<file path="src/shared/cmil_map.svh">
// constants of the control, identity and lock register bank
// assumes an apb slave with word aligned registers and 8-bit data
`ifndef CMIL_MAP_SVH
`define CMIL_MAP_SVH

// ----------------------------------------------------------------
// register byte offsets
// ----------------------------------------------------------------
`define CMIL_OFF_MAKER 8'h00
`define CMIL_OFF_UCODE 8'h04
`define CMIL_OFF_FSIZE 8'h08
`define CMIL_OFF_PARTN 8'h0C
`define CMIL_OFF_REV   8'h10
`define CMIL_OFF_CTRL  8'h14
`define CMIL_OFF_EVT   8'h18
`define CMIL_OFF_WAVE  8'h1C

// ----------------------------------------------------------------
// field positions and implemented-bit masks
// ----------------------------------------------------------------
`define CMIL_BIT_TPD     0
`define CMIL_BIT_EVT_LO  0
`define CMIL_BIT_EVT_HI  4
`define CMIL_BIT_WAVE_C0 0
`define CMIL_BIT_WAVE_E0 2
`define CMIL_MASK_CTRL   8'h01
`define CMIL_MASK_EVT    8'h11
`define CMIL_MASK_WAVE   8'h05
`define CMIL_MASK_REV    8'h0F

// ----------------------------------------------------------------
// reset values
// ----------------------------------------------------------------
`define CMIL_RST_REG   8'h00
`define CMIL_RST_WORD  32'h0000_0000

`endif

</file>
<file path="src/shared/cmil_pkg.sv">
// types shared by the control, identity and lock register bank
// assumes the constant header is compiled alongside
package cmil_pkg;

  // ----------------------------------------------------------------
  // apb slave phases, gray coded along idle -> setup -> answer
  // ----------------------------------------------------------------
  typedef enum logic [1:0] {
    CMIL_ST_IDLE  = 2'b00,
    CMIL_ST_SETUP = 2'b01,
    CMIL_ST_ANS   = 2'b11
  } cmil_state_t;

  typedef logic [7:0] cmil_byte_t;  // one register byte

endpackage

</file>
<file path="src/verilog/cmil_top.sv">
// identity registers and protected control/lock bits on apb
// assumes a same-clock protection window input and flash byte
`timescale 1ns/1ps
`default_nettype none
`include "cmil_map.svh"

// How it works
// - three identity bytes, first at zero
// - maker byte fixed on every read
// - second byte gives flash size code
// - third byte gives part number code
// - revision upper nibble always reads zero
// - revision low nibble counts silicon revision
// - user code loaded from flash on the first clock edge after reset release
// - control bit zero disables test port
// - protected bits change only inside window
// - event bit four freezes channels 4-7
// - event bit zero freezes channels 0-3
// - waveform bit two freezes timer E0 unit
// - waveform bit zero freezes timer C0 unit
// - unused lock bits read as zero
module cmil_top #(
  parameter logic [7:0] MAKER_CODE = 8'h5A,  // arbitrary value
  parameter logic [7:0] FSIZE_CODE = 8'h3C,  // arbitrary value
  parameter logic [7:0] PART_CODE  = 8'h21,  // arbitrary value
  parameter logic [3:0] REV_CODE   = 4'h0    // 0 is the first spin
) (
  input  wire logic        clk_i,
  input  wire logic        rst_i,
  // apb slave
  input  wire logic        psel_i,
  input  wire logic        penable_i,
  input  wire logic        pwrite_i,
  input  wire logic [7:0]  paddr_i,
  input  wire logic [31:0] pwdata_i,
  output logic      [31:0] prdata_o,
  output logic             pready_o,
  output logic             pslverr_o,
  // system side
  input  wire logic        ccp_open_i,      // change window open
  input  wire logic [7:0]  flash_ucode_i,   // user code from flash
  output logic             test_port_disable_o,
  output logic             lower_event_group_freeze_o,
  output logic             upper_event_group_freeze_o,
  output logic             timer_c0_waveform_freeze_o,
  output logic             timer_e0_waveform_freeze_o
);
  import cmil_pkg::*;

  // ----------------------------------------------------------------
  // bus state
  // ----------------------------------------------------------------
  cmil_state_t st_q;      // slave phase
  cmil_state_t st_d;
  logic [31:0] rdata_q;   // read word held for the answer
  logic [31:0] rdata_d;
  logic        ready_q;   // answer strobe
  logic        ready_d;
  logic        err_q;     // unmapped address answer
  logic        err_d;

  logic        setup;     // first cycle of a transfer
  logic        wr_en;     // write takes effect this edge
  logic        hit;       // address maps to a register
  logic [31:0] rmux;      // read word for the current address
  logic        wr_ctrl;   // per-register write strobes
  logic        wr_evt;
  logic        wr_wave;

  // ----------------------------------------------------------------
  // register contents
  // ----------------------------------------------------------------
  cmil_byte_t  ctrl_q;    // chip_control
  cmil_byte_t  evt_q;     // event_channel_freeze
  cmil_byte_t  wave_q;    // waveform_ext_freeze
  cmil_byte_t  ucode_q;   // scan_chain_user_code
  cmil_byte_t  rev_byte;  // silicon_revision as read
  logic        ucode_ok;  // user code captured

  assign setup = psel_i && !penable_i;
  // the write lands on the same edge the master sees pready
  assign wr_en = psel_i && penable_i && ready_q && pwrite_i && !err_q;

  // upper nibble tied low, revision count below
  assign rev_byte = {4'h0, REV_CODE};

  // ----------------------------------------------------------------
  // address decode and read mux
  // ----------------------------------------------------------------
  // low two address bits are ignored; every register is a full word
  always_comb begin
    hit  = 1'b1;
    rmux = `CMIL_RST_WORD;
    case ({paddr_i[7:2], 2'b00})
      `CMIL_OFF_MAKER: begin
        rmux = {24'h0, MAKER_CODE};  // constant
      end
      `CMIL_OFF_FSIZE: begin
        rmux = {24'h0, FSIZE_CODE};  // flash size code
      end
      `CMIL_OFF_PARTN: begin
        rmux = {24'h0, PART_CODE};   // part number
      end
      `CMIL_OFF_UCODE: begin
        rmux = {24'h0, ucode_q};
      end
      `CMIL_OFF_REV: begin
        rmux = {24'h0, rev_byte & `CMIL_MASK_REV};
      end
      `CMIL_OFF_CTRL: begin
        rmux = {24'h0, ctrl_q};
      end
      `CMIL_OFF_EVT: begin
        rmux = {24'h0, evt_q};       // unused bits zero
      end
      `CMIL_OFF_WAVE: begin
        rmux = {24'h0, wave_q};      // unused bits zero
      end
      default: begin
        hit = 1'b0;                  // unmapped: error, zero data
      end
    endcase
  end

  // ----------------------------------------------------------------
  // write strobes to the protected registers
  // ----------------------------------------------------------------
  // read-only registers swallow writes without an error
  always_comb begin
    wr_ctrl = 1'b0;
    wr_evt  = 1'b0;
    wr_wave = 1'b0;
    if (wr_en) begin
      case ({paddr_i[7:2], 2'b00})
        `CMIL_OFF_CTRL: wr_ctrl = 1'b1;
        `CMIL_OFF_EVT:  wr_evt  = 1'b1;
        `CMIL_OFF_WAVE: wr_wave = 1'b1;
        default: begin
          wr_ctrl = 1'b0;
        end
      endcase
    end
  end

  // ----------------------------------------------------------------
  // apb phase machine: answer in the first access cycle
  // ----------------------------------------------------------------
  always_comb begin
    st_d    = st_q;
    rdata_d = rdata_q;
    ready_d = 1'b0;
    err_d   = 1'b0;
    case (st_q)
      CMIL_ST_IDLE: begin
        if (setup) begin
          st_d    = CMIL_ST_SETUP;
          ready_d = 1'b1;
          err_d   = !hit;
          rdata_d = (pwrite_i || !hit) ? `CMIL_RST_WORD : rmux;
        end
      end
      CMIL_ST_SETUP: begin
        // access cycle with pready high; transfer ends here
        st_d = CMIL_ST_ANS;
      end
      CMIL_ST_ANS: begin
        // back-to-back setup is taken at once
        if (setup) begin
          st_d    = CMIL_ST_SETUP;
          ready_d = 1'b1;
          err_d   = !hit;
          rdata_d = (pwrite_i || !hit) ? `CMIL_RST_WORD : rmux;
        end else begin
          st_d = CMIL_ST_IDLE;
        end
      end
      default: begin
        st_d = CMIL_ST_IDLE;
      end
    endcase
  end

  // registered bus state
  always_ff @(posedge clk_i or posedge rst_i) begin
    if (rst_i) begin
      st_q    <= CMIL_ST_IDLE;
      rdata_q <= `CMIL_RST_WORD;
      ready_q <= 1'b0;
      err_q   <= 1'b0;
    end else begin
      st_q    <= st_d;
      rdata_q <= rdata_d;
      ready_q <= ready_d;
      err_q   <= err_d;
    end
  end

  assign prdata_o  = rdata_q;
  assign pready_o  = ready_q;
  assign pslverr_o = err_q;

  // ----------------------------------------------------------------
  // protected registers
  // ----------------------------------------------------------------
  // test-port disable may be cleared again inside the window;
  // software is expected to keep reserved bits at zero
  cmil_prot_reg #(
    .MASK   (`CMIL_MASK_CTRL),
    .STICKY (1'b0)
  ) u_ctrl (
    .clk_i   (clk_i),
    .rst_i   (rst_i),
    .wr_i    (wr_ctrl),
    .open_i  (ccp_open_i),
    .wdata_i (pwdata_i[7:0]),
    .q_o     (ctrl_q)
  );

  // lock bits hold until reset
  cmil_prot_reg #(
    .MASK   (`CMIL_MASK_EVT),
    .STICKY (1'b1)
  ) u_evt (
    .clk_i   (clk_i),
    .rst_i   (rst_i),
    .wr_i    (wr_evt),
    .open_i  (ccp_open_i),
    .wdata_i (pwdata_i[7:0]),
    .q_o     (evt_q)
  );

  cmil_prot_reg #(
    .MASK   (`CMIL_MASK_WAVE),
    .STICKY (1'b1)
  ) u_wave (
    .clk_i   (clk_i),
    .rst_i   (rst_i),
    .wr_i    (wr_wave),
    .open_i  (ccp_open_i),
    .wdata_i (pwdata_i[7:0]),
    .q_o     (wave_q)
  );

  // user code captured from flash after reset
  cmil_ucode_load u_ucode (
    .clk_i        (clk_i),
    .rst_i        (rst_i),
    .flash_code_i (flash_ucode_i),
    .code_o       (ucode_q),
    .loaded_o     (ucode_ok)
  );

  // ----------------------------------------------------------------
  // control and freeze outputs, each a register bit
  // ----------------------------------------------------------------
  // the peripherals must ignore writes while their freeze is high
  assign test_port_disable_o        = ctrl_q[`CMIL_BIT_TPD];
  assign lower_event_group_freeze_o = evt_q[`CMIL_BIT_EVT_LO];
  assign upper_event_group_freeze_o = evt_q[`CMIL_BIT_EVT_HI];
  assign timer_c0_waveform_freeze_o = wave_q[`CMIL_BIT_WAVE_C0];
  assign timer_e0_waveform_freeze_o = wave_q[`CMIL_BIT_WAVE_E0];
endmodule

`default_nettype wire

</file>
<file path="src/verilog/cmil_prot_reg.sv">
// one change-protected 8-bit control register
// assumes writes come as single-cycle strobes on the system clock
`timescale 1ns/1ps
`default_nettype none
`include "cmil_map.svh"

module cmil_prot_reg #(
  parameter logic [7:0] MASK   = 8'h01,  // implemented bits
  parameter bit         STICKY = 1'b0    // set bits hold until reset
) (
  input  wire logic       clk_i,
  input  wire logic       rst_i,
  input  wire logic       wr_i,     // write strobe
  input  wire logic       open_i,   // protected window open
  input  wire logic [7:0] wdata_i,
  output logic      [7:0] q_o
);
  import cmil_pkg::*;

  cmil_byte_t reg_q;  // stored bits
  cmil_byte_t reg_d;  // next value

  // ----------------------------------------------------------------
  // per-bit next value
  // ----------------------------------------------------------------
  for (genvar b = 0; b < 8; b++) begin : g_bit
    // unimplemented bits are constant zero whatever is written
    always_comb begin
      if (!MASK[b]) begin
        reg_d[b] = 1'b0;
      end else if (STICKY && reg_q[b]) begin
        reg_d[b] = 1'b1;  // a set lock cannot be undone
      end else if (wr_i && open_i) begin
        reg_d[b] = wdata_i[b];  // only inside the window
      end else begin
        reg_d[b] = reg_q[b];
      end
    end
  end

  // registered state
  always_ff @(posedge clk_i or posedge rst_i) begin
    if (rst_i) begin
      reg_q <= `CMIL_RST_REG;
    end else begin
      reg_q <= reg_d;
    end
  end

  assign q_o = reg_q;
endmodule

`default_nettype wire

</file>
<file path="src/verilog/cmil_ucode_load.sv">
// scan-chain user code, captured from flash as reset is released
// assumes the flash byte is stable and on the system clock
`timescale 1ns/1ps
`default_nettype none
`include "cmil_map.svh"

module cmil_ucode_load (
  input  wire logic       clk_i,
  input  wire logic       rst_i,
  input  wire logic [7:0] flash_code_i,  // byte from flash
  output logic      [7:0] code_o,        // loaded user code
  output logic            loaded_o       // high once captured
);
  import cmil_pkg::*;

  cmil_byte_t code_q;
  cmil_byte_t code_d;
  logic       done_q;
  logic       done_d;

  // ----------------------------------------------------------------
  // capture once, on the first edge after release
  // ----------------------------------------------------------------
  // the async reset may only load a constant, so the flash value is
  // taken by the clock rather than during reset itself
  always_comb begin
    code_d = code_q;
    done_d = 1'b1;
    if (!done_q) begin
      code_d = flash_code_i;  // first-edge load after reset release
    end
  end

  always_ff @(posedge clk_i or posedge rst_i) begin
    if (rst_i) begin
      code_q <= `CMIL_RST_REG;
      done_q <= 1'b0;
    end else begin
      code_q <= code_d;
      done_q <= done_d;
    end
  end

  assign code_o   = code_q;
  assign loaded_o = done_q;
endmodule

`default_nettype wire

</file>
<file path="config.mk">
export PLATFORM = sky130hd
export DESIGN_NAME = cmil_top
export DESIGN_NICKNAME = d
export VERILOG_FILES = /design/src/shared/cmil_pkg.sv /design/src/verilog/cmil_top.sv /design/src/verilog/cmil_prot_reg.sv /design/src/verilog/cmil_ucode_load.sv
export VERILOG_INCLUDE_DIRS = /design/src /design/src/shared
export SDC_FILE = /design/constraint.sdc
export NUM_CORES = 1
export LEC_CHECK = 0
export ABC_CLOCK_PERIOD_IN_PS = 1800
export BUFFER_PORTS_ARGS = -buffer_cell sky130_fd_sc_hd__buf_2
export CAP_MARGIN = 20
export CORE_MARGIN = 2
export CORE_UTILIZATION = 45
export DETAILED_ROUTE_END_ITERATION = 12
export PLACE_DENSITY = 0.91
export SYNTH_ARGS = -nofsm -noshare
export SYNTH_HDL_FRONTEND = slang
export SYNTH_HIERARCHICAL = 1
export SYNTH_SLANG_ARGS = --single-unit
export TNS_END_PERCENT = 20
</file>
<file path="constraint.sdc">
create_clock -name clk_i -period 1.8 [get_ports clk_i]
set_input_delay 0.09 -clock clk_i [delete_from_list [all_inputs] [get_ports clk_i]]
set_output_delay 0.09 -clock clk_i [all_outputs]
set_load 0.1 [all_outputs]
</file>
# Word level (Yosys, flattened, before mapping)
# Index checks and enable logic that the tools add are counted.
dict set report totals {
  regBits 50
  input_bits 54
  out_inout_bits 39
  wordCells 60
}
dict set report classes {
  eq_ne 10
  mux 24
  n_reduce_logical 17
}
# operator n
set ops {}
lappend ops {{$pmux W8 S7} 1}
lappend ops {{$mux W32} 1}
lappend ops {{$eq A6 B3 Y1 const B} 4}
lappend ops {{$mux W1} 20}
lappend ops {{$eq A6 B2 Y1 const B} 2}
lappend ops {{$logic_and A1 B1 Y1} 8}
lappend ops {{$reduce_or A8 Y1} 1}
lappend ops {{$eq A6 B1 Y1 const B} 1}
lappend ops {{$logic_not A6 Y1} 1}
lappend ops {{$pmux W2 S3} 1}
lappend ops {{$logic_not A1 Y1} 3}
lappend ops {{$eq A2 B1 Y1 const B} 1}
lappend ops {{$eq A2 B2 Y1 const B} 1}
lappend ops {{$logic_not A2 Y1} 1}
lappend ops {{$mux W2} 1}
lappend ops {{$ne A2 B2 Y1 const B} 1}
lappend ops {{$reduce_and A2 Y1} 1}
lappend ops {{$reduce_or A2 Y1} 1}
lappend ops {{$logic_or A1 B1 Y1} 1}

# Logic depth before layout (Yosys ltp)
# Gate-level depths: netlist (run 1).
dict set report depth {
  ltp_word 8
  depth_mapped 6
  ltp_nobuf 6
}

# Hierarchy
# Netlist (run 1), hierarchy kept.
# module instances cells_each area_per_inst_um2
set modules_own_cells {}
lappend modules_own_cells {cmil_top 1 124 1052.3}
lappend modules_own_cells {cmil_ucode_load 1 20 364.1}
lappend modules_own_cells {{cmil_prot_reg at u_evt ...} 2 12 120.1}
lappend modules_own_cells {{cmil_prot_reg at u_ctrl} 1 12 103.8}

# Worst setup path before layout (run 1)
# Ideal clock, no wire load.
dict set report synth_timing {
  path_kind {register -> register}
  from {reg ready_q, in the netlist pready_o}
  to {reg u_ctrl.reg_q[0], in the netlist u_ctrl/q_o[0]}
  setup_time_ps 126
  t_arrival_ps 1812
  setup_slack_ps -137
  stages_incl_launch_ff 6
  path_buffers 0
  synth_period_minus_slack_ps 1937
  cell_sequence {dfrtp_1 > and4b_1 > nand3_1 > nor3_1 > nand2_1 > mux2_4}
}
dict set report synth_via {
  elab_chain_cells 5
}
# item line
set synth_rtl {}
lappend synth_rtl {{start, declared} cmil_top.sv:57} ;# logic ready_q;
lappend synth_rtl {{start signal, assigned} cmil_top.sv:193} ;# ready_q <= ready_d;
lappend synth_rtl {{$logic_and A1 B1 Y1 (3 in a row)} cmil_top.sv:82} ;# assign wr_en = psel_i && penable_i && ready_q && pwrite_i && !err_q;
lappend synth_rtl {{$mux W1} cmil_top.sv:133} ;# if (wr_en) begin
lappend synth_rtl {{named net wr_ctrl} cmil_top.sv:66} ;# logic wr_ctrl;
lappend synth_rtl {{$logic_and A1 B1 Y1} n/a}
lappend synth_rtl {{end signal, assigned} cmil_prot_reg.sv:44} ;# reg_q <= `CMIL_RST_REG;
lappend synth_rtl {{end signal, assigned} cmil_prot_reg.sv:46} ;# reg_q <= reg_d;
lappend synth_rtl {{end, declared} cmil_prot_reg.sv:20} ;# cmil_byte_t reg_q;
# The timed path passes the listed nets, and every way through them passes these cells.
# A chain may end at the register's enable or synchronous reset.

# Worst setup path after layout (run 1)
dict set report layout_timing {
  from {reg st_q[1]}
  to {reg rdata_q[4], in the netlist prdata_o[4]}
}
dict set report layout_via {
  elab_chain_cells 3
}
# item line
set layout_rtl {}
lappend layout_rtl {{start, declared} cmil_top.sv:53} ;# cmil_state_t st_q;
lappend layout_rtl {{start signal, assigned} cmil_top.sv:191} ;# st_q <= st_d;
lappend layout_rtl {{$eq A2 B2 Y1 / $logic_not A2 Y1 (equally long branches)} cmil_top.sv:153} ;# case (st_q)
lappend layout_rtl {{$reduce_or A2 Y1 (no source line) (*)} n/a}
lappend layout_rtl {{$reduce_and A2 Y1 (no source line) (*)} n/a}
lappend layout_rtl {{end signal, assigned} cmil_top.sv:187} ;# rdata_q <= `CMIL_RST_WORD;
lappend layout_rtl {{end signal, assigned} cmil_top.sv:192} ;# rdata_q <= rdata_d;
lappend layout_rtl {{end, declared} cmil_top.sv:55} ;# logic [31:0] rdata_q;
# Every way passes the cells marked *; elsewhere a longest branch is shown, timed or not.

==> results.md, run 1 <==
- Largest cells by area after synthesis: dfrtp_1, buf_4, mux2_4, mux2i_1, nand2_1
- Compound-Gate Fraction of Synth Area: a little under an eighth
- Mean post-synth cell area: approximately 10 µm²
- Sequential area share after synthesis: 37.0%
- Total Routing Usage GR: 14.4%
- Critical path endpoint category: register
- Synth Area in XOR/XNOR: 0%
- DRC Markers: 0
- Vias per std cell: between 4 and 5
- Dpl hpwl: between 2000 and 2500 µm
- Tightest Pin Transition: 0.462 ns
- Initial drt markers: 24
- 1st-pass router iterations: 4
- Final Hold Fails: 0
- Reg-to-reg critical path startpoint: st_q[1]$_DFFE_PP0P_
- Worst Hold Class: input port to register
- Post-placement worst setup slack: approximately 0.13 ns
- CP required: between 1.5 and 2 ns
- Status: completed
- Finished Core Util: approximately 50%
- H-tree levels: 1
- Synth Cell Area: approximately 1800 µm²
- FFs w/ async S/R, synth: 100%
- Period utilisation layout: around nine tenths
- IO Port Bufs: 37
- Yosys warns: 6
- Peak supply drop: roughly 0.5 mV
- Clock Sinks: 26
- Startpoint Class: register
- Hold path cells: 2
- Vias in the first global route: around 1,100
- Unique masters post-synth: 35
- Normalized max-slew margin: between 60 and 70%
- Mux contribution to synthesized area: 13.2%
- Routability congestion estimate: about 0.86
- DP Cell Count: approximately 260
- Hold endpoint: u_ucode/code_o[6]$_DFFE_PP0N_
- Global route total overflow: 0
- Number of max-cap violations: 0
- Synth cell count leaders: buf_4, dfrtp_1, nand2_1
- Synth Flop Type: dfrtp_1
- Crit path time final: ~1.6 ns
- Post-DRT Antenna Nets: 0
- Total CTS buffers: 3
- Cells after Synth: 180
- Post-Synth Adder-Cell Area: around 2.1%
- R2r worst-path depth: 5
- NumNets Final: 272
- Clk root buf: clkbuf_8
- PwrDens: around 1300 nW/µm²
- Initial Utilization: 47.4%
- LEAKAGE: slightly above 0.001 µW
- Final wirelength: around 3000 µm
- DIE AREA: about 4400 µm²
- Simple-gate portion of the synthesized area: between 10% and 20%
- Area after DPL: between 1500 and 2000 µm²
- Die Width: roughly 67 µm
- CP arrival: 1.76 ns
- Peak Freq: just over 600 MHz
- Family with the most delay on the worst path: flip-flops
- Critical path type: register to register
- Post-Layout Cell Count: about 260
- Clock Skews: between 0.006 and 0.007 ns
- Largest area contributor in the netlist: dfrtp_1
- CTS tree: built
- Finished Cell Area: around 1900 µm²
- Largest family of logic cells by synthesized area: buffers and inverters
- Worst reg2reg path endpoint: prdata_o[4]$_DFFE_PP0P_
- Filler cell count: ~360
- Reg2Reg Setup Slack: about 0.19 ns
- Endpoints failing setup: 0
- Slowest stage delay, CP: about 0.4 ns
- Fin worst setup slack: about 0.19 ns
- Worst-path clk slew: 0.08 ns
- Via Count: roughly 1,200
- Fraction of layout cells with a size suffix above 1: ~28%
- CORE AREA: ~3700 µm²
- Start point of the worst hold path: flash_ucode_i[6]
- CP Cell Sequence: inv_1 > ha_1 > or2_4 > a2111oi_0 > nor3_1
- Clock tree buffer depth: 2
- Slowest cell on the critical path: dfrtp_1
- Initial antenna violation count: 0
- Post-synth EDFFs: 0
- RSZ-0062 raised after global routing: false
- Num ports: 93
- Max-slew violations: 0
- Clk_lat worst skew: 0.27 ns
- CP max FO: 9
- Die Ht: ~67 µm
- Yosys top cell area share: between 30% and 40%
- Wire length per cell: around 11 µm
- Area grow syn2layout: 6.04%
- Diodes inserted: 0
- FP Rows: 22
- CP Buf/Inv Count: 1
- Global-route wire length before repair: a little under 5000 µm
- Total Neg Setup Slack: 0 ns
- Pin count of the biggest net entering global routing: 17
- Most common cell in the netlist: buf_4
- Number of synthesized register bits: 26
-- worst max-delay path by stage --
stage | slack (ns) | cells past startpoint | startpoint | to
3_3_place_gp | 0.13 | 5 | st_q[1]$_DFFE_PP0P_ | prdata_o[4]$_DFFE_PP0P_
5_1_grt | 0.05 | 6 | st_q[1]$_DFFE_PP0P_ | prdata_o[1]$_DFFE_PP0P_
4_1_cts | 0.11 | 6 | st_q[1]$_DFFE_PP0P_ | prdata_o[1]$_DFFE_PP0P_
2_1_floorplan | 0.15 | 5 | pready_o$_DFF_PP0_ | u_ctrl/q_o[0]$_DFFE_PP0P_
3_5_place_dp | 0.13 | 6 | st_q[1]$_DFFE_PP0P_ | prdata_o[1]$_DFFE_PP0P_
6_report | 0.19 | 5 | st_q[1]$_DFFE_PP0P_ | prdata_o[4]$_DFFE_PP0P_
-- per-stage QoR --
step | total power (µW) | hold WS, ns
2_1_floorplan | 1860 | -0.181
3_3_place_gp | 1960 | -0.0242
3_5_place_dp | 1990 | -0.0193
4_1_cts | 2360 | 0.0435
5_1_grt | 2480 | 0.0423
6_report | 2350 | 0.0488
-- per-layer routing --
| metal | share of wire [%] | GRT usage (%) | vias to the layer above | wire [µm] |
|---|---|---|---|---|
| met5 | 0 | 0 | - | 0 |
| met4 | 0.40 | 2.55 | 0 | 12 |
| met3 | 7.3 | 4.05 | 2 | 216 |
| met2 | 50 | 25.8 | 51 | 1480 |
| met1 | 43 | 17.5 | 571 | 1270 |
| li1 | - | - | 592 | - |
-- cell usage in the layout (no fill, tap or decap), types with 2 or more instances in the layout --
master    Yosys  layout
o21ai_0       7       7
conb_1        5      44
ha_1          3       3
a32oi_1       2       2
dfrtp_2       0       2
nor2b_1       2       2
a22o_1        2       2
nand2b_1      4       4
buf_4        45       2
nand3_1       2       2
a221oi_1      2       2
mux2_4       10      10
inv_1         9       9
a31o_1        4       4
nor3b_1       3       3
nand2_1      11      11
buf_2         2      37
mux2i_1       6       6
dfrtp_1      26      24
a21oi_1       3       3
nor3_1        8       8
nor2_1        9       9
clkbuf_8      0       4
-- layout make-up --
cell class,instances,area [µm²],share of cell area (%)
flip-flops and latches,26,653,35.0
well taps,48,60.1,3.22
repair buffers,40,210,11.3
inverters,9,33.8,1.81
clock buffers,4,55.1,2.95
multi-input cells,135,855,45.8
-- logic make-up after synthesis --
logic type | count (synthesis)
other | 5
AND/OR/NAND/NOR | 43
flip-flops | 26
buffers and inverters | 58
adder cells (fa/ha/maj) | 3
AO/OA/AOI/OAI | 27
multiplexers | 18
-- power breakdown --
group,switching [µW],internal (µW),leakage (µW),total [µW]
logic,982,246,0.000650,1230
registers,60.1,697,0.000327,757
clock network,168,195,0.0000288,363
-- sequential cells by signal (all words and copies together), names as in the netlist --
signal,flops
prdata_o,8
pready_o,1
pslverr_o,1
st_q,2
u_ctrl/q_o,1
u_evt/q_o,2
u_ucode/code_o,8
u_ucode/loaded_o,1
u_wave/q_o,2
-- repair_timing --
action,in CTS,in global routing
hold buffers,1,0
hold endpoints to repair,26,0
buffers inserted,0,0
resized for setup,0,1
endpoints found under the setup margin,0,2
Note: power is estimated with default switching activity, not from simulation.
==> inputs of run 2 (changes only) <==
--- a/config.mk
+++ b/config.mk
@@ -9,10 +9,12 @@
 export ABC_CLOCK_PERIOD_IN_PS = 1800
 export BUFFER_PORTS_ARGS = -buffer_cell sky130_fd_sc_hd__buf_2
 export CAP_MARGIN = 20
+export CELL_PAD_IN_SITES_DETAIL_PLACEMENT = 1
+export CELL_PAD_IN_SITES_GLOBAL_PLACEMENT = 1
 export CORE_MARGIN = 2
-export CORE_UTILIZATION = 45
+export CORE_UTILIZATION = 32
 export DETAILED_ROUTE_END_ITERATION = 12
-export PLACE_DENSITY = 0.91
+export PLACE_DENSITY = 0.9
 export SYNTH_ARGS = -nofsm -noshare
 export SYNTH_HDL_FRONTEND = slang
 export SYNTH_HIERARCHICAL = 1
==> run 2 against run 1 <==
Against the previous run:
- critical path depth increased by 1
- highest routed layer unchanged
- combinational power about the same
- design area increased by 3.6%
- maximum frequency decreased by 4.0%
==> results.md, run 2 (synthesis gave the netlist of run 1 again) <==
- Startpoint Class: register
- Vias per std cell: between 4 and 5
- Worst reg2reg path endpoint: prdata_o[4]$_DFFE_PP0P_
- Endpoints failing setup: 0
- CORE AREA: 5410 µm²
- DIE AREA: around 6100 µm²
- Total CTS buffers: 3
- Initial drt markers: 37
- Status: completed
- NumNets Final: between 200 and 300
- Via Count: 1,220
- Critical path type: register to register
- Critical path endpoint category: register
- Routability congestion estimate: between 0.7 and 0.8
- Die Ht: slightly below 80 µm
- Global-route wire length before repair: between 5000 and 6000 µm
- Reg2Reg Setup Slack: about 0.12 ns
- Filler cell count: 661
- Clock Sinks: 26
- Clock tree buffer depth: 2
- Area after DPL: around 1800 µm²
- CP arrival: about 1.8 ns
- Dpl hpwl: 2920 µm
- IO Port Bufs: 37
- CP Cell Sequence: inv_1 > ha_1 > or2_1 > a2111oi_1 > buf_4 > nor3_1
- Worst Hold Class: input port to register
- Clk root buf: clkbuf_8
- DRC Markers: 0
- 1st-pass router iterations: 4
- Initial Utilization: around a third
- Finished Cell Area: 1930 µm²
- Period utilisation layout: between 90% and 100%
- R2r worst-path depth: 6
- Start point of the worst hold path: flash_ucode_i[2]
- Num ports: between 90 and 100
- Most frequent cells in the layout: conb_1, buf_2, dfrtp_1
- PwrDens: 1290 nW/µm²
- CP required: 1.95 ns
- Hold path cells: 2
- FP Rows: 27
- Number of max-cap violations: 0
- LEAKAGE: about 0.0010 µW
- Most common cell after layout, fill and taps aside: conb_1
- Peak Freq: slightly below 600 MHz
- Final Hold Fails: 0
- Post-Layout Cell Count: 288
- Peak supply drop: roughly 0.63 mV
- Global route total overflow: 0
- Final wirelength: roughly 3600 µm
- Area grow syn2layout: 9.81%
- Finished Core Util: 35.8%
- Total Neg Setup Slack: 0 ns
- Die Width: 78.2 µm
- CP max FO: 5
- Total Routing Usage GR: approximately an eighth
- Crit path time final: roughly 1.7 ns
- Clock Skews: ~0.0044 ns
- Fraction of layout cells with a size suffix above 1: about 28%
- RSZ-0062 raised after global routing: false
- Max-slew violations: 0
- Wire length per cell: around 12 µm
- Pin count of the biggest net entering global routing: 17
- Hold endpoint: u_ucode/code_o[2]$_DFFE_PP0N_
- Worst-path clk slew: 0.09 ns
- Diodes inserted: 0
- Clk_lat worst skew: between 0.2 and 0.3 ns
- Initial antenna violation count: 0
- H-tree levels: 1
- Reg-to-reg critical path startpoint: st_q[1]$_DFFE_PP0P_
- Tightest Pin Transition: 0.489 ns
- CTS tree: built
- Post-DRT Antenna Nets: 0
- Slowest cell on the critical path: dfrtp_1
- Vias in the first global route: 1,238
- Slowest stage delay, CP: approximately 0.39 ns
- Normalized max-slew margin: 67.2%
- DP Cell Count: between 200 and 300
run 2: through the flow:
step | hold slack (ns) | total power [µW] | worst slack (ns)
CTS | 0.0408 | 2520 | 0.0821
floorplan | -0.181 | 1860 | 0.151
finish | 0.0453 | 2490 | 0.118
global route | 0.0408 | 2630 | 0.0115
global placement | -0.0190 | 1980 | 0.0941
detailed placement | -0.0217 | 2020 | 0.108
run 2: final cells by class:
class                   instances  area (µm²)  area share, %
inverters                       9        33.8           1.75
clock inverters                 1        30.0           1.55
flip-flops and latches         26         653           33.8
well taps                      72        90.1           4.66
repair buffers                 42         225           11.7
multi-input cells             135         860           44.5
clock buffers                   3        41.3           2.14
run 2: worst max path at each step:
stage / startpoint / endpoint / cells past startpoint
4_1_cts: st_q[1]$_DFFE_PP0P_ / prdata_o[4]$_DFFE_PP0P_ / 6
2_1_floorplan: pready_o$_DFF_PP0_ / u_ctrl/q_o[0]$_DFFE_PP0P_ / 5
6_report: st_q[1]$_DFFE_PP0P_ / prdata_o[4]$_DFFE_PP0P_ / 6
3_3_place_gp: st_q[1]$_DFFE_PP0P_ / prdata_o[4]$_DFFE_PP0P_ / 6
3_5_place_dp: st_q[1]$_DFFE_PP0P_ / prdata_o[4]$_DFFE_PP0P_ / 6
5_1_grt: st_q[1]$_DFFE_PP0P_ / prdata_o[4]$_DFFE_PP0P_ / 6
run 2: routing by layer:
| metal | part of all wire [%] | global-route usage [%] |
|---|---|---|
| met5 | 0 | 0 |
| met2 | 50 | 21.1 |
| met1 | 42 | 15.0 |
| met4 | 0.34 | 1.58 |
| met3 | 7.3 | 2.99 |
run 2: worst max-delay path: cells and delay by family (launching register included):
kind,cells,cell delay [ns]
compound gates,1,0.32
fa+ha+maj,1,0.23
buf+inv,2,0.28
flops,1,0.39
simple gates,2,0.33
run 2: power breakdown:
group          total, µW  switching [µW]  internal [µW]
clock                482             184            298
combinational       1250             999            252
sequential           759            62.1            697
run 2: timing repair:
item,in CTS,in global routing
hold endpoints to repair,26,0
setup buffers,0,0
gates resized for setup,0,2
hold buffers,1,0
endpoints found under the setup margin,0,2
==> inputs of run 3 (changes only) <==
--- a/config.mk
+++ b/config.mk
@@ -12,11 +12,10 @@
 export CELL_PAD_IN_SITES_DETAIL_PLACEMENT = 1
 export CELL_PAD_IN_SITES_GLOBAL_PLACEMENT = 1
 export CORE_MARGIN = 2
-export CORE_UTILIZATION = 32
+export CORE_UTILIZATION = 29
 export DETAILED_ROUTE_END_ITERATION = 12
 export PLACE_DENSITY = 0.9
 export SYNTH_ARGS = -nofsm -noshare
 export SYNTH_HDL_FRONTEND = slang
-export SYNTH_HIERARCHICAL = 1
 export SYNTH_SLANG_ARGS = --single-unit
 export TNS_END_PERCENT = 20
==> run 3 against run 2 <==
Against the previous run:
- synthesized cell count shrank 28%
- hold slack got worse by 0.036 ns
- combinational power fell by 47%
- design area is 16% lower
- critical path type unchanged
- critical endpoint is now prdata_o[3]$_DFFE_PP0P_
==> results.md, run 3 <==
- Reg-to-reg critical path startpoint: st_q[1]$_DFFE_PP0P_
- Finished Core Util: a little over a third
- Most common cell after layout, fill and taps aside: buf_2
- Die Ht: 72.7 µm
- DIE AREA: between 5000 and 6000 µm²
- FP Rows: 24
- Post-DRT Antenna Nets: 0
- Routability congestion estimate: 0.707
- Mean post-synth cell area: roughly 11 µm²
- Status: completed
- Final wirelength: around 3000 µm
- Hold path cells: 2
- CORE AREA: about 4400 µm²
- Startpoint Class: register
- Largest cells by area after synthesis: dfrtp_1, buf_4, mux2_2, ha_1, nand2_1
- DRC Markers: 0
- Dpl hpwl: 2310 µm
- Initial drt markers: 18
- Yosys warns: 0
- Crit path time final: 1.63 ns
- Most common cell in the netlist: dfrtp_1
- Max-slew violations: 0
- LEAKAGE: 0.000883 µW
- Worst-case hold slack: around 0.0096 ns
- CP required: just over 2 ns
- Total Neg Setup Slack: 0 ns
- Critical path type: register to register
- Total CTS buffers: 3
- Hold endpoint: u_evt.q_o[4]$_DFF_PP0_
- Area grow syn2layout: 18.3%
- Largest area contributor in the netlist: dfrtp_1
- Post-synth EDFFs: 0
- Setup Fix Bufs, Post-CTS: 0
- Clock Sinks: 26
- Wire length per cell: approximately 13 µm
- Via Count: 987
- Number of max-cap violations: 0
- Synth Cell Area: between 1000 and 1500 µm²
- NumNets Final: between 200 and 250
- Reg2Reg Setup Slack: approximately 0.17 ns
- Endpoints failing setup: 0
- Synth Flop Type: dfrtp_1
- PwrDens: 1140 nW/µm²
- Synth cell count leaders: dfrtp_1, buf_4, mux2_2, nand2_1
- Die Width: between 70 and 80 µm
- Start point of the worst hold path: pwdata_i[4]
- Fraction of layout cells with a size suffix above 1: approximately 36%
- FFs w/ async S/R, synth: 100%
- Peak Freq: between 600 and 700 MHz
- Number of synthesized register bits: 26
- Critical path endpoint category: register
- Num ports: 93
- Global route total overflow: 0
- Finished Cell Area: approximately 1600 µm²
- RSZ-0062 raised after global routing: false
- CTS tree: built
- Clk root buf: clkbuf_8
- Total Routing Usage GR: between 10% and 20%
- CP max FO: 15
- Sequential area share after synthesis: roughly 48%
- Area after DPL: around 1500 µm²
- Pin count of the biggest net entering global routing: 27
- Clock Skews: about 0.0049 ns
- Peak supply drop: 0.319 mV
- Pwr Total: roughly 1800 µW
- Initial Utilization: about 30%
- Yosys top cell area share: a little under half
- H-tree levels: 1
- Final Hold Fails: 0
- Vias per std cell: between 4 and 5
- Most frequent cells in the layout: buf_2, conb_1, dfrtp_1
- R2r worst-path depth: 6
- IO Port Bufs: 37
- Vias in the first global route: roughly 1,000
- Cells after Synth: roughly 130
- Unique masters post-synth: 28
- Clock tree buffer depth: 2
- Worst Hold Class: input port to register
- Diodes inserted: 0
- Clk_lat worst skew: 0.28 ns
- Period utilisation layout: 90.8%
- 1st-pass router iterations: 4
- Worst reg2reg path endpoint: prdata_o[3]$_DFFE_PP0P_
- Worst-path clk slew: approximately 0.09 ns
- Initial antenna violation count: 0
- CP arrival: between 1.5 and 2 ns
- Global-route wire length before repair: about 4700 µm
==> run 3: repair_timing <==
| action | 4_1_cts | 5_1_grt |
|---|---|---|
| hold endpoints to repair | 26 | 0 |
| gates resized for setup | 0 | 1 |
| endpoints found under the setup margin | 0 | 3 |
| hold buffers | 1 | 0 |
==> run 3: worst max path at each step <==
stage                              startpoint                       to  slack (ns)  depth (start not counted)
final                     st_q[1]$_DFFE_PP0P_  prdata_o[3]$_DFFE_PP0P_        0.17                          6
after global routing      st_q[1]$_DFFE_PP0P_  prdata_o[0]$_DFFE_PP0P_        0.04                          5
after CTS                 st_q[1]$_DFFE_PP0P_  prdata_o[4]$_DFFE_PP0P_        0.04                          5
after detailed placement  st_q[1]$_DFFE_PP0P_  prdata_o[4]$_DFFE_PP0P_        0.06                          5
after global placement    st_q[0]$_DFFE_PP0P_  prdata_o[4]$_DFFE_PP0P_        0.11                          5
after floorplan           st_q[0]$_DFFE_PP0P_  prdata_o[0]$_DFFE_PP0P_        0.08                          6
==> run 3: area by class of cell <==
cell class                      instances  area (µm²)
Fill cell                             532        2830
Sequential cell                        26         653
Multi-Input combinational cell         92         592
Timing Repair Buffer                   41         218
Tap cell                               52        65.1
Clock buffer                            3        41.3
Clock inverter                          1        30.0
Inverter                                5        18.8
==> run 3: per-stage QoR <==
step           cells  setup slack, ns
3_3_place_gp     215            0.111
3_5_place_dp     215           0.0607
5_1_grt          220           0.0394
2_1_floorplan    152           0.0770
6_report         220            0.166
4_1_cts          220           0.0365
==> run 3: per-layer routing <==
metal,GRT usage [%],up-vias,part of all wire (%)
li1,-,470,-
met1,14.6,481,46
met2,19.3,33,48
met3,2.07,3,5.0
met4,3.70,0,1.4
met5,0,-,0
==> run 3: cells by family after synthesis <==
| kind of cell | synth area share [%] |
|---|---|
| buffers and inverters | 15.9 |
| DFF | 47.6 |
| muxes | 8.23 |
| AOI/OAI and AO/OA | 12.8 |
| and+or+nand+nor | 12.2 |
| other | 0.549 |
| adders and majority gates | 2.75 |
==> run 3: where the power goes <==
group	internal, µW	switching [µW]	leakage, µW	total, µW
logic	129	532	0.000512	662
registers	649	43.7	0.000335	692
clock network	298	193	0.0000357	491
==> run 3: critical path: stages (launching register included) <==
cell and delay [ns]:
dfrtp_1 0.40, inv_1 0.12, ha_1 0.24, or2_2 0.32
buf_4 0.20, a211oi_1 0.20, a21o_1 0.11
